$ cat src/common/mwd_map.vh
// constants for the motion wake detector: register fields, reset values, encodings
`ifndef MWD_MAP_VH
`define MWD_MAP_VH

// motion_threshold_reg: 8-bit magnitude, 1 mg per lsb, zero disables the mode
`define MWD_THR_W 8
`define MWD_THR_RST 8'h00
`define MWD_THR_OFF 8'h00

// wake_pin_blanking_reg fields
`define MWD_BLK_RST 8'h00
`define MWD_BLK_CNT_MSB 5
`define MWD_BLK_CNT_LSB 0
`define MWD_BLK_CNT_W 6
`define MWD_SEL_MSB 7
`define MWD_SEL_LSB 6

// pin-select encodings
`define MWD_SEL_A_LOW 2'b00
`define MWD_SEL_B_LOW 2'b01
`define MWD_SEL_B_HIGH_ALT 2'b10
`define MWD_SEL_B_HIGH 2'b11

// primary_status_reg layout
`define MWD_STAT_W 8
`define MWD_STAT_RST 8'h00
`define MWD_STAT_WAKE_BIT 2

// sample width in milli-g, two's complement
`define MWD_SMP_W 16

`endif

$ cat src/core/mwd_accel_cmp.v
// per-sample magnitude compare of three accelerometer axes against a threshold
`default_nettype none
`include "mwd_map.vh"

module mwd_accel_cmp #(
    parameter SMP_W = `MWD_SMP_W,
    parameter THR_W = `MWD_THR_W
) (
    input wire signed [SMP_W-1:0] smp_x,
    input wire signed [SMP_W-1:0] smp_y,
    input wire signed [SMP_W-1:0] smp_z,
    input wire [THR_W-1:0] thr,
    output wire over
);

    // absolute value one bit wider so the most negative sample does not wrap
    function [SMP_W:0] mwd_abs;
        input signed [SMP_W-1:0] v;
        begin
            if (v[SMP_W-1]) begin
                mwd_abs = {1'b0, ~v} + {{SMP_W{1'b0}}, 1'b1};
            end else begin
                mwd_abs = {1'b0, v};
            end
        end
    endfunction

    wire [SMP_W:0] thr_ext;

    // threshold in mg, one mg per lsb, zero extended to the magnitude width
    assign thr_ext = {{(SMP_W + 1 - THR_W){1'b0}}, thr};

    // any single axis strictly above the threshold counts as motion
    assign over = (mwd_abs(smp_x) > thr_ext) ||
                  (mwd_abs(smp_y) > thr_ext) ||
                  (mwd_abs(smp_z) > thr_ext);

endmodule
`default_nettype wire

$ cat src/core/mwd_top.v
// motion wake detector: settings, blanking, event flag and toggling wake line
`default_nettype none
`include "mwd_map.vh"

module mwd_top #(
    parameter SMP_W = `MWD_SMP_W,
    parameter THR_W = `MWD_THR_W
) (
    input wire mclk,
    input wire rst_b,
    input wire cmd_write_wake_setting,
    input wire [THR_W-1:0] wr_threshold,
    input wire [7:0] wr_pin_blanking,
    input wire mode_change,
    input wire status_rd,
    input wire smp_valid,
    input wire signed [SMP_W-1:0] smp_x,
    input wire signed [SMP_W-1:0] smp_y,
    input wire signed [SMP_W-1:0] smp_z,
    input wire irq_a_normal,
    input wire irq_b_normal,
    output reg irq_line_a_q,
    output reg irq_line_b_q,
    output reg [`MWD_STAT_W-1:0] primary_status_q,
    output reg [`MWD_STAT_W-1:0] status_rd_data_q,
    output reg [THR_W-1:0] motion_threshold_reg_q,
    output reg [7:0] wake_pin_blanking_reg_q,
    output reg motion_wake_active_q,
    output reg motion_wake_event_q
);

    // select field of a pin/blanking settings byte
    function [1:0] sel_field;
        input [7:0] pb;
        begin
            sel_field = pb[`MWD_SEL_MSB:`MWD_SEL_LSB];
        end
    endfunction

    // selected line is line b for every code except the line-a code
    function sel_is_b;
        input [1:0] sel;
        begin
            sel_is_b = (sel != `MWD_SEL_A_LOW);
        end
    endfunction

    // initial level: high for both upper codes, including the alternate one
    function sel_init;
        input [1:0] sel;
        begin
            sel_init = (sel == `MWD_SEL_B_HIGH) || (sel == `MWD_SEL_B_HIGH_ALT);
        end
    endfunction

    reg [`MWD_BLK_CNT_W-1:0] blank_left_q;
    reg [`MWD_BLK_CNT_W-1:0] blank_left_d;
    reg wake_line_q;
    reg wake_line_d;
    reg flag_d;
    reg active_d;
    reg [THR_W-1:0] thr_d;
    reg [7:0] blk_d;
    reg line_a_d;
    reg line_b_d;
    reg [`MWD_STAT_W-1:0] stat_d;

    wire over;
    wire [1:0] sel;
    wire [1:0] wr_sel;
    wire line_is_b;
    wire line_init;
    wire start;
    wire blanking;
    wire hit;

    // one comparator over all three axes
    mwd_accel_cmp #(
        .SMP_W(SMP_W),
        .THR_W(THR_W)
    ) u_cmp (
        .smp_x(smp_x),
        .smp_y(smp_y),
        .smp_z(smp_z),
        .thr(motion_threshold_reg_q),
        .over(over)
    );

    // decode of the stored select field
    assign sel = sel_field(wake_pin_blanking_reg_q);
    assign line_is_b = sel_is_b(sel);
    assign line_init = sel_init(sel);

    // select field arriving with a settings command, used in the load cycle
    assign wr_sel = sel_field(wr_pin_blanking);

    // a settings command with a nonzero threshold (re)starts the mode
    assign start = cmd_write_wake_setting && (wr_threshold != `MWD_THR_OFF);

    // samples are discarded while the blanking count is still running
    assign blanking = (blank_left_q != {`MWD_BLK_CNT_W{1'b0}});

    // a qualified motion hit, only while the mode is running
    // any settings command, even one that ends the mode, blocks a same-cycle hit
    assign hit = motion_wake_active_q && !cmd_write_wake_setting &&
                 smp_valid && !blanking && over;

    // settings registers: loaded only by the write-wake-setting command
    always @* begin
        thr_d = motion_threshold_reg_q;
        blk_d = wake_pin_blanking_reg_q;
        if (cmd_write_wake_setting) begin
            thr_d = wr_threshold;
            blk_d = wr_pin_blanking;
        end
    end

    // mode state: entered on nonzero threshold, left on zero or a mode change
    always @* begin
        active_d = motion_wake_active_q;
        if (cmd_write_wake_setting) begin
            active_d = start;
        end else if (mode_change) begin
            active_d = 1'b0;
        end
    end

    // blanking counter: loaded on start, counts down one per valid (discarded) sample while nonzero
    always @* begin
        blank_left_d = blank_left_q;
        if (start) begin
            blank_left_d = wr_pin_blanking[`MWD_BLK_CNT_MSB:`MWD_BLK_CNT_LSB];
        end else if (!motion_wake_active_q) begin
            blank_left_d = {`MWD_BLK_CNT_W{1'b0}};
        end else if (smp_valid && blanking) begin
            blank_left_d = blank_left_q - {{(`MWD_BLK_CNT_W-1){1'b0}}, 1'b1};
        end
    end

    // wake line level and flag; a hit beats a same-cycle status read
    always @* begin
        wake_line_d = wake_line_q;
        flag_d = primary_status_q[`MWD_STAT_WAKE_BIT];
        if (start) begin
            wake_line_d = sel_init(wr_sel);
            flag_d = 1'b0;
        end else if (hit) begin
            wake_line_d = status_rd ? ~line_init : ~wake_line_q;
            flag_d = 1'b1;
        end else if (status_rd) begin
            wake_line_d = line_init;
            flag_d = 1'b0;
        end
    end

    // pin muxing: the selected line carries the wake level, the other its normal use
    // the unselected line never carries wake levels, so its host wiring is untouched
    always @* begin
        line_a_d = irq_a_normal;
        line_b_d = irq_b_normal;
        if (active_d) begin
            if (start ? sel_is_b(wr_sel) : line_is_b) begin
                line_b_d = wake_line_d;
            end else begin
                line_a_d = wake_line_d;
            end
        end
    end

    // status word: only the wake flag is implemented, other bits read zero
    always @* begin
        stat_d = `MWD_STAT_RST;
        stat_d[`MWD_STAT_WAKE_BIT] = flag_d;
    end

    // state registers
    always @(posedge mclk) begin
        if (!rst_b) begin
            motion_threshold_reg_q <= `MWD_THR_RST;
            wake_pin_blanking_reg_q <= `MWD_BLK_RST;
            motion_wake_active_q <= 1'b0;
            blank_left_q <= {`MWD_BLK_CNT_W{1'b0}};
            wake_line_q <= 1'b0;
            primary_status_q <= `MWD_STAT_RST;
        end else begin
            motion_threshold_reg_q <= thr_d;
            wake_pin_blanking_reg_q <= blk_d;
            motion_wake_active_q <= active_d;
            blank_left_q <= blank_left_d;
            wake_line_q <= wake_line_d;
            primary_status_q <= stat_d;
        end
    end

    // pin and read-data outputs, all registered
    always @(posedge mclk) begin
        if (!rst_b) begin
            irq_line_a_q <= 1'b0;
            irq_line_b_q <= 1'b0;
            status_rd_data_q <= `MWD_STAT_RST;
            motion_wake_event_q <= 1'b0;
        end else begin
            irq_line_a_q <= line_a_d;
            irq_line_b_q <= line_b_d;
            motion_wake_event_q <= hit; // one-cycle pulse per event
            if (status_rd) begin
                status_rd_data_q <= primary_status_q; // value before the clear
            end
        end
    end

endmodule
`default_nettype wire

$ cat config.mk
export PLATFORM = sky130hd
export DESIGN_NAME = mwd_top
export DESIGN_NICKNAME = d
export VERILOG_FILES = /design/src/core/mwd_accel_cmp.v /design/src/core/mwd_top.v
export VERILOG_INCLUDE_DIRS = /design/src /design/src/common
export SDC_FILE = /design/constraint.sdc
export NUM_CORES = 1
export LEC_CHECK = 0
export ABC_AREA = 1
export BUFFER_PORTS_ARGS = -buffer_cell sky130_fd_sc_hd__buf_2
export CORE_ASPECT_RATIO = 1.1
export CORE_MARGIN = 2
export CORE_UTILIZATION = 50
export CTS_BUF_LIST = sky130_fd_sc_hd__clkbuf_8
export DETAILED_ROUTE_END_ITERATION = 16
export GPL_ROUTABILITY_DRIVEN = 0
export PLACE_DENSITY = 0.76
export SYNTH_ARGS = -nofsm -noshare
export SYNTH_HDL_FRONTEND = slang
export SYNTH_SLANG_ARGS = --single-unit
$ cat constraint.sdc
create_clock -name mclk -period 3.45 [get_ports mclk]
set_input_delay 0 -clock mclk [delete_from_list [all_inputs] [get_ports mclk]]
set_output_delay 0 -clock mclk [all_outputs]
set_load 0.05 [all_outputs]
# --- After elaboration in Yosys (flattened, before gate mapping) ---
# Index checks and enable logic that the tools add are counted.
word_totals:
  regBits: 43
  mem_bits_rw: 0
  output_inout_bits: 36
  inputBits: 72
  memories: 0
  latchBits: 0
  wordCells: 66
  mem_bits_ro: 0
classes:
  shifts: 0
  magnitude_cmp: 3
  n_div: 0
  eq_ne: 5
  mul: 0
  bitwise_logic: 6
  muxes: 19
  reduce_logical: 18
  add_sub_neg: 4
ops:
  columns: ["cell", "n"]
  rows:
  - ["$add 16x1->17 const B", 3]
  - ["$gt 17x8->1", 3]
  - ["$mux 17", 3]
  - ["$not 16->16", 3]
  - ["$mux 6", 3]
  - ["$mux 1", 13]
  - ["$eq 2x2->1 const B", 4]
  - ["$reduce_bool 8->1", 1]
  - ["$logic_and 1x1->1", 6]
  - ["$reduce_bool 2->1", 3]
  - ["$reduce_bool 6->1", 1]
  - ["$sub 6x1->6 const B", 1]
  - ["$logic_or 1x1->1", 4]
  - ["$ne 3x1->1 const B", 1]
  - ["$not 1->1", 3]
  - ["$logic_not 1->1", 2]
  - ["$reduce_or 2->1", 1]

# --- Logic depth before layout (Yosys ltp) ---
# Gate-level depths: netlist of the first run.
depth:
  depth_word: 11
  ltp_mapped: 24
  ltp_nobuf: 24

# --- Modules after synthesis ---
# Synthesis of the first run repeated with hierarchy kept, for this count alone.
hier_totals:
  hier_cells: 592
  area_unflattened_um2: 3429.5
modules_own_cells:
  columns: ["module", "cells_per_inst", "area_each_um2", "seq_area_each_um2", "instances"]
  rows:
  - ["mwd_accel_cmp", 381, 1994.4, 0.0, 1]
  - ["mwd_top", 211, 1435.1, 580.6, 1]

# --- Worst setup path after synthesis of the first run ---
# Ideal clock, no wire load.
synth_timing:
  path_type: "reg2reg"
  startpoint: "reg motion_threshold_reg_q[2]"
  endpoint: "reg irq_line_b_q"
  setup_time_ns: 0.109
  t_arrival_ns: 2.199
  slack_ns: 1.142
  path_buffers: 0
  required_ns: 3.341
  path_stages_with_launch: 19
  synth_period_minus_slack_ns: 2.308
  path_cell_list: "dfxtp_1 -> inv_1 -> ha_1 -> nand2_1 -> inv_1 -> o21ai_0 -> nand2_1 -> o21ai_0 -> nand2_1 -> a21oi_1 -> nor2_1 -> nor2_1 -> nand2_1 -> nand2_2 -> nand2_2 -> nand3_2 -> nand3_1 -> nand2_1 -> inv_1"
synth_between:
  elab_chain_cells: 8
  word_cells_on_any_way: 10
  classes_between: "order compare: 3; mux: 4; reduce/logical: 3"
synth_rtl:
  columns: ["item", "line", "source"]
  rows:
  - ["start: declaration", "mwd_top.v:26", "output reg [THR_W-1:0] motion_threshold_reg_q,"]
  - ["start signal: assignment", "mwd_top.v:179", "motion_threshold_reg_q <= `MWD_THR_RST;"]
  - ["start signal: assignment", "mwd_top.v:186", "motion_threshold_reg_q <= thr_d;"]
  - ["$gt 17x8->1, on equally long branches", "mwd_accel_cmp.v:34, mwd_accel_cmp.v:35", null]
  - ["$logic_or 1x1->1", "mwd_accel_cmp.v:34", "assign over = (mwd_abs(smp_x) > thr_ext) ||"]
  - ["$logic_or 1x1->1 (*)", "mwd_accel_cmp.v:35", "(mwd_abs(smp_y) > thr_ext) ||"]
  - ["$logic_and 1x1->1 (*)", "mwd_top.v:106", "smp_valid && !blanking && over;"]
  - ["$mux 1 (*)", "mwd_top.v:147", "end else if (hit) begin"]
  - ["$mux 1 (*)", "mwd_top.v:144", "if (start) begin"]
  - ["$mux 1 (*)", "mwd_top.v:162", "if (start ? sel_is_b(wr_sel) : line_is_b) begin"]
  - ["$mux 1 (*)", "mwd_top.v:161", "if (active_d) begin"]
  - ["end signal: assignment", "mwd_top.v:204", "irq_line_b_q <= line_b_d;"]
  - ["end: declaration", "mwd_top.v:23", "output reg irq_line_b_q,"]
# Every way passes the cells marked *; elsewhere a longest branch is shown, timed or not.
# A chain may end at the register's enable or synchronous reset.

# --- Worst setup path after layout of the first run ---
# Same ends and word-level chain as after synthesis.

==> run metrics, run 1 <==
Slowest-stage cell, CP dfxtp_1; worst r2r path cells 18; Critical Path RT 3630 ps; post-route ant nets 0; worst setup margin 1286 ps; max_cap viols 0; CTS buffer count 5; clock skew 5.809 ps; P_int 760.8 uW; # rows 31; largest net degree at the start of global routing 22; vias in the first global route 3440; later-pin clock latency in the skew report 280 ps; sequential share of power 30.0%; initial antenna violation count 0; met1 global-route usage 29.47%; Syn Area/Cell 5.841 um2; die area 7255 um2; Max Fclk 0.4621 GHz; Clk pwr share 29.8%; reg-to-reg setup timing slack 1290 ps; number of clock sinks 29; ys flop type dfxtp_1; CP max stage delay 330 ps; Net Switching 479.3 uW; dpl hpwl 7001 um; CP Max Fanout 4; Syn-to-layout area delta 20.55%; Hold EP irq_line_b_q; Final Setup Violations 0; Starting Density 50.86%; CTS tree yes; Final period util 62.72%; Async SR Flop Fraction 0%; worst-path cell chain inv_1 -> ha_1 -> nand2_1 -> inv_1 -> o21ai_0 -> nand2_1 -> o21ai_0 -> nand2_1 -> a21oi_1 -> nor2_1 -> nor2_1 -> nand2_1 -> nand2_2 -> nand2_2 -> nand3_2 -> nand3_1 -> nand2_1 -> inv_1; Cells after Synth 564; Gate power share 40.3%; Max clock buf depth 2; worst hold path type primary input to flop; area of the mapped netlist 3294 um2; Die H 89.14 um; Worst Path Arrival 2350 ps; RSZ-0062 raised after global routing false; library cells used by synthesis 37; fin util 61.31%; Max VDD drop 0.3591 mV; TNS Setup 0 ps; reg-to-reg endpoint irq_line_b_q; fin nets 763; PortBufs 93; Pleak 2.205 nW; clock root buffer clkbuf_8; first-pass GRT wire length 14340 um; Period minus WS final 2164 ps; area of the core 6477 um2; Hold Fails Final Rpt 0; power per cell area 312.3 nW/um2; wirelength, routed 8765 um; status complete, no violations; WL/cell 11.77 um; initial detailed-routing violation count 155; # IOs 108; Ant. Diodes 0; worst flop-to-flop path startpoint motion_threshold_reg_q[2]; Worst-path clk slew 70 ps; Detailed Routing Iterations Pass 1 5; DR vias/cell 5.028; vias 3746; CP Launch Type flop; slew margin rel. 59.81%; CP endpoint kind flop; M3 GR Usage 4.040%; Synth warnings 0; # DRC 0; hold path depth 4; cell mode on critical path nand2_1; Place WS 1090 ps; GRT Util Overall 24.72%; EDFF count, synth 0; register bit total from synthesis 29; Seq/Total Area, Yosys 17.62%; H-Tree Depth 2; Final Max Tran Viols 0; Die W 81.40 um; Worst-Margin Slew 602.1 ps; GR Overflow Total 0; met2 Use GR 45.45%; layout cell share with drive strength beyond 1 19.16%; critical setup path kind flop to flop; gr busiest metal met2; switching share of power 38.65%; hold_sp irq_b_normal
power groups by stage:
stage	clock, mW	sequential (mW)	combinational, mW
6_report	0.369	0.371	0.499
5_1_grt	0.389	0.374	0.563
4_1_cts	0.377	0.371	0.498
3_5_place_dp	0	0.378	0.485
3_3_place_gp	0	0.377	0.472
2_1_floorplan	0	0.433	0.311
worst max-delay path: cells and delay by family, from the launching register on:
family | cells | cell delay (ps)
buffers and inverters | 3 | 170
DFF | 1 | 330
adders and majority gates | 1 | 330
and+or+nand+nor | 11 | 790
AOI/OAI and AO/OA | 3 | 420
routing by layer:
layer / vias to the layer above / share of wire (%)
met3: 19 / 6.1
li1: 1949 / -
met4: 0 / 1.6
met2: 133 / 48
met5: - / 0
met1: 1645 / 44
synth_stat cells, types with 3 or more instances:
cell / number / area, um2
nand2_1: 150 / 563.0
nor2_1: 79 / 296.5
inv_1: 77 / 289.0
nand3_1: 41 / 205.2
o21ai_0: 35 / 175.2
dfxtp_1: 29 / 580.6
ha_1: 29 / 362.9
a21oi_1: 24 / 120.1
buf_4: 15 / 112.6
xor2_1: 14 / 122.6
nand2_2: 8 / 50.05
clkbuf_1: 6 / 22.52
nor2_2: 6 / 37.54
xnor2_1: 6 / 52.55
a211oi_1: 5 / 37.54
inv_2: 5 / 18.77
nand4_1: 5 / 31.28
clkinv_1: 3 / 11.26
nand3_2: 3 / 30.03
flip-flops by register name, indices dropped and copies added (netlist names):
signal	count
motion_threshold_reg_q	8
irq_line_b_q	1
wake_pin_blanking_reg_q	8
status_rd_data_q	1
motion_wake_event_q	1
irq_line_a_q	1
wake_line_q	1
blank_left_q	6
primary_status_q	1
motion_wake_active_q	1
kinds of logic after synthesis:
kind of cell | synth area share, %
DFF | 17.62
and+or+nand+nor | 38.97
other | 0.1138
xor gates and xnor gates | 5.317
adders and majority gates | 11.01
AOI/OAI and AO/OA | 12.42
buffers and inverters | 14.55
per-stage QoR:
| stage | area [um2] | instances | hold WS (ps) | total power, mW |
|---|---|---|---|---|
| floorplan | 3343 | 577 | 94.11 | 0.7438 |
| global placement | 3751 | 727 | 243.0 | 0.8495 |
| detailed placement | 3751 | 727 | 244.2 | 0.8631 |
| CTS | 3971 | 745 | 12.13 | 1.246 |
| global route | 3971 | 745 | 37.86 | 1.325 |
| finish | 3971 | 745 | 19.02 | 1.240 |
area by class of cell:
cell class | instances | area [um2]
Clock buffer | 6 | 82.58
Clock inverter | 2 | 37.54
Fill cell | 634 | 2506
Inverter | 85 | 319.1
Multi-Input combinational cell | 438 | 2283
Sequential cell | 29 | 580.6
Tap cell | 82 | 102.6
Timing Repair Buffer | 103 | 565.5
timing repair:
| action | 4_1_cts | 5_1_grt |
|---|---|---|
| buffers inserted | 0 | 0 |
| setup endpoints to repair | 0 | 0 |
| hold endpoints to repair | 10 | 0 |
| hold buffers | 10 | 0 |
| gates resized for setup | 0 | 0 |
placed cells by master, fill, tap and decap left out:
master         synthesis  final
a211oi_1               5      5
a21o_1                 1      1
a21oi_1               24     24
a31oi_1                1      1
and3_1                 1      1
buf_2                  2     93
bufinv_16              0      1
clkbuf_8               0      6
clkinv_1               3      3
clkinvlp_4             0      1
conb_1                 1     14
dfxtp_1               29     29
dlygate4sd3_1          0     10
ha_1                  29     29
inv_1                 77     77
inv_2                  5      5
nand2_1              150    150
nand2_2                8      8
nand2_4                2      2
nand3_1               41     41
nand3_2                3      3
nand3b_1               2      2
nand4_1                5      5
nor2_1                79     79
nor2_2                 6      6
nor3b_1                1      1
nor4_1                 2      2
o211ai_1               1      1
o21a_1                 1      1
o21ai_0               35     35
o21ai_2                2      2
o22ai_1                1      1
o31ai_1                2      2
o32ai_1                1      1
or2_0                  1      1
xnor2_1                6      6
xor2_1                14     14
worst max path at each step:
stage | end | from | slack, ps
floorplan | irq_line_b_q | motion_threshold_reg_q[2] | 1140
global placement | irq_line_b_q | smp_z[0] | 1160
detailed placement | irq_line_b_q | smp_x[4] | 1090
CTS | irq_line_b_q | motion_threshold_reg_q[2] | 1320
global route | irq_line_b_q | motion_threshold_reg_q[2] | 1020
finish | irq_line_b_q | motion_threshold_reg_q[2] | 1290
(Power assumes the default switching activity.)
==> inputs of run 2 (changes only) <==
--- a/config.mk
+++ b/config.mk
@@ -6,11 +6,11 @@
 export SDC_FILE = /design/constraint.sdc
 export NUM_CORES = 1
 export LEC_CHECK = 0
-export ABC_AREA = 1
+export ABC_AREA = 0
 export BUFFER_PORTS_ARGS = -buffer_cell sky130_fd_sc_hd__buf_2
 export CORE_ASPECT_RATIO = 1.1
 export CORE_MARGIN = 2
-export CORE_UTILIZATION = 50
+export CORE_UTILIZATION = 47
 export CTS_BUF_LIST = sky130_fd_sc_hd__clkbuf_8
 export DETAILED_ROUTE_END_ITERATION = 16
 export GPL_ROUTABILITY_DRIVEN = 0
==> constraint.sdc (replaced) <==
create_clock -name mclk -period 1.95 [get_ports mclk]
set_input_delay 0 -clock mclk [delete_from_list [all_inputs] [get_ports mclk]]
set_output_delay 0 -clock mclk [all_outputs]
set_load 0.05 [all_outputs]
==> run 2 against run 1 <==
Net effect:
- the flow now finishes with violations (hold timing, setup timing)
- sequential share of layout area fell by 1.7 points
- global-route usage rose by 2.0 points
- register-to-register slack got worse by 1800 ps
- core utilization rose by 13 points
- area after synthesis fell by 7.1%
- critical endpoint is now irq_line_a_q
- largest cell class unchanged
- highest routed layer unchanged
==> run metrics, run 2 <==
library cells used by synthesis 68; RSZ-0062 raised after global routing true; final hold slack -0.9863 ps; Die W 80.93 um; H-Tree Depth 2; clock skew 11.31 ps; wirelength, routed 9686 um; # rows 30; later-pin clock latency in the skew report 280 ps; Synth warnings 0; Hold Fails Final Rpt 1; commonest non-fill, non-tap cell in the layout buf_2; Ant. Diodes 0; overall power 2.171 mW; power per cell area 469.2 nW/um2; area of the core 6231 um2; initial antenna violation count 0; Die H 88.62 um; Pleak 2.163 nW; critical setup path kind flop to flop; met2 WL 5112 um; area leader, netlist dfxtp_1; Worst-path clk slew 70 ps; Max clock buf depth 2; Final Setup Violations 5; Slowest-stage cell, CP dfxtp_4; Top Layer Used met4; CP max stage delay 360 ps; Worst-Margin Slew 668.1 ps; placed instance area 4263 um2; PortBufs 93; status finished, violations left; first-pass GRT wire length 15370 um; max_cap viols 0; Clk pwr share 22.6%; switching share of power 37.58%; DR vias/cell 5.587; CTS tree yes; area of the mapped netlist 3059 um2; slew margin rel. 55.37%; count leader, synth nor2_1; worst-path cell chain clkinvlp_4 -> ha_4 -> a21oi_4 -> nor2b_4 -> o22ai_2 -> o2111ai_1 -> nor4_1 -> nand4_1 -> nor3_4 -> buf_6 -> mux2i_1 -> nand2_1; met3 WL post-DR 442 um; Max Fclk 0.4028 GHz; Final Max Tran Viols 0; ys flop type dfxtp_1; Syn-to-layout area delta 51.29%; P_int 1.355 mW; CTS buffer count 5; fin nets 673; GR Overflow Total 0; dpl hpwl 7517 um; CP Launch Type flop; WL/cell 14.83 um; most frequent cells in the layout buf_2, buf_4, nor2_1; biggest registers after layout motion_threshold_reg_q: 8 flops, wake_pin_blanking_reg_q: 8 flops, blank_left_q: 6 flops; sum of buffers and inverters on the critical path 2; Commonest cells post-synth nor2_1, dfxtp_1, ha_1; vias in the first global route 3632; Synth area leaders dfxtp_1, ha_1, mux2i_1, nor2_1, xnor2_1; initial detailed-routing violation count 206; Final period util 127.3%; worst hold path type primary input to flop; Max VDD drop 0.5339 mV; die area 7171 um2; Worst Path Arrival 2650 ps; layout cell share with drive strength beyond 1 41.19%; failing checks hold timing, setup timing; Critical Path RT 2110 ps; Cells after Synth 394; TNS Setup -2379 ps; register bit total from synthesis 29; Seq/Total Area, Yosys 18.98%; Gate power share 47.7%; Async SR Flop Fraction 0%; post-route ant nets 0; # DRC 0; area fraction of the dominant cell type after synthesis 18.98%; clock root buffer clkbuf_8; number of clock sinks 29; cell family with most CP delay simple AND/OR/NAND/NOR gates; Period minus WS final 2483 ps; CP endpoint kind flop; largest net degree at the start of global routing 26; M1 wire length 3918 um; CP Max Fanout 6; Final Cell Area 4628 um2; worst setup margin -532.9 ps; # IOs 108; Syn Area/Cell 7.764 um2; Detailed Routing Iterations Pass 1 6; GRT Util Overall 26.67%; vias 3648; Net Switching 816.0 uW; Starting Density 49.10%; EDFF count, synth 0; sequential share of power 29.7%; fin util 74.28%
-- run 2: changes by cell type in the layout (fill, tap and decap cells not counted), sizes merged, moves of 17 or more --
| cell | delta |
|---|---|
| buf | +81 |
| inv | -57 |
| mux2i | +19 |
| nand2 | -139 |
| nand3 | -29 |
| nor2 | -37 |
| nor3 | +17 |
| o21ai | -18 |
-- run 2: power by group through the flow --
stage | Combinational [mW] | Clock (mW) | Sequential [mW]
after floorplan | 0.492 | 0 | 0.741
after global placement | 0.898 | 0 | 0.655
after detailed placement | 0.934 | 0 | 0.656
after CTS | 0.962 | 0.498 | 0.644
after global routing | 1.12 | 0.524 | 0.649
final | 1.03 | 0.491 | 0.646
-- run 2: final timing paths --
check                                           startpoint  slack [ps]                         end  depth (start not counted)
worst max-delay path             motion_threshold_reg_q[6]        -530                irq_line_a_q                         12
worst min register to register  wake_pin_blanking_reg_q[5]         490  wake_pin_blanking_reg_q[5]                          2
worst max register to register   motion_threshold_reg_q[6]        -530                irq_line_a_q                         12
worst min-delay path                    wr_pin_blanking[3]          -1  wake_pin_blanking_reg_q[3]                          3
-- run 2: final cells by class --
| type | count | area, um2 |
|---|---|---|
| Multi-Input combinational cell | 329 | 2507 |
| Fill cell | 480 | 1603 |
| Timing Repair Buffer | 182 | 1214 |
| Sequential cell | 29 | 599.3 |
| Inverter | 25 | 117.6 |
| Tap cell | 80 | 100.1 |
| Clock buffer | 6 | 82.58 |
| Clock inverter | 2 | 7.507 |
-- run 2: worst register-to-register path, stage by stage (launching register included) --
cell,delay [ps]
dfxtp_4,360
clkinvlp_4,120
ha_4,280
a21oi_4,140
nor2b_4,50
o22ai_2,130
o2111ai_1,110
nor4_1,280
nand4_1,180
nor3_4,280
buf_6,160
mux2i_1,190
nand2_1,60
-- run 2: through the flow --
step                      hold WS, ps  setup WS, ps  instances
after floorplan                 131.2        -550.1        407
after global placement          252.7        -735.7        635
after detailed placement        265.6        -851.5        635
after CTS                       1.046        -515.9        651
after global routing            14.40        -689.8        653
final                         -0.9863        -532.9        653
-- run 2: timing repair --
action                     in CTS  in global routing
pin swaps                      10                 17
hold buffers                    8                  0
setup endpoints to repair       5                  6
resized for setup              10                 30
hold endpoints to repair       11                  0
buffers inserted                0                  2
-- run 2: kinds of logic after synthesis --
group | after synthesis | share of synthesized area, %
other cells | 1 | 0.1226
xor+xnor | 22 | 6.299
mux | 20 | 6.585
fa+ha+maj | 29 | 11.86
flops | 29 | 18.98
simple gates | 157 | 28.63
buf+inv | 49 | 7.771
compound gates | 87 | 19.76
-- run 2: layer usage --
layer / global-route usage (%) / vias to the layer above
li1: - / 1792
met1: 30.47 / 1695
met2: 50.41 / 136
met3: 3.265 / 25
met4: 9.707 / 0
met5: 0 / -
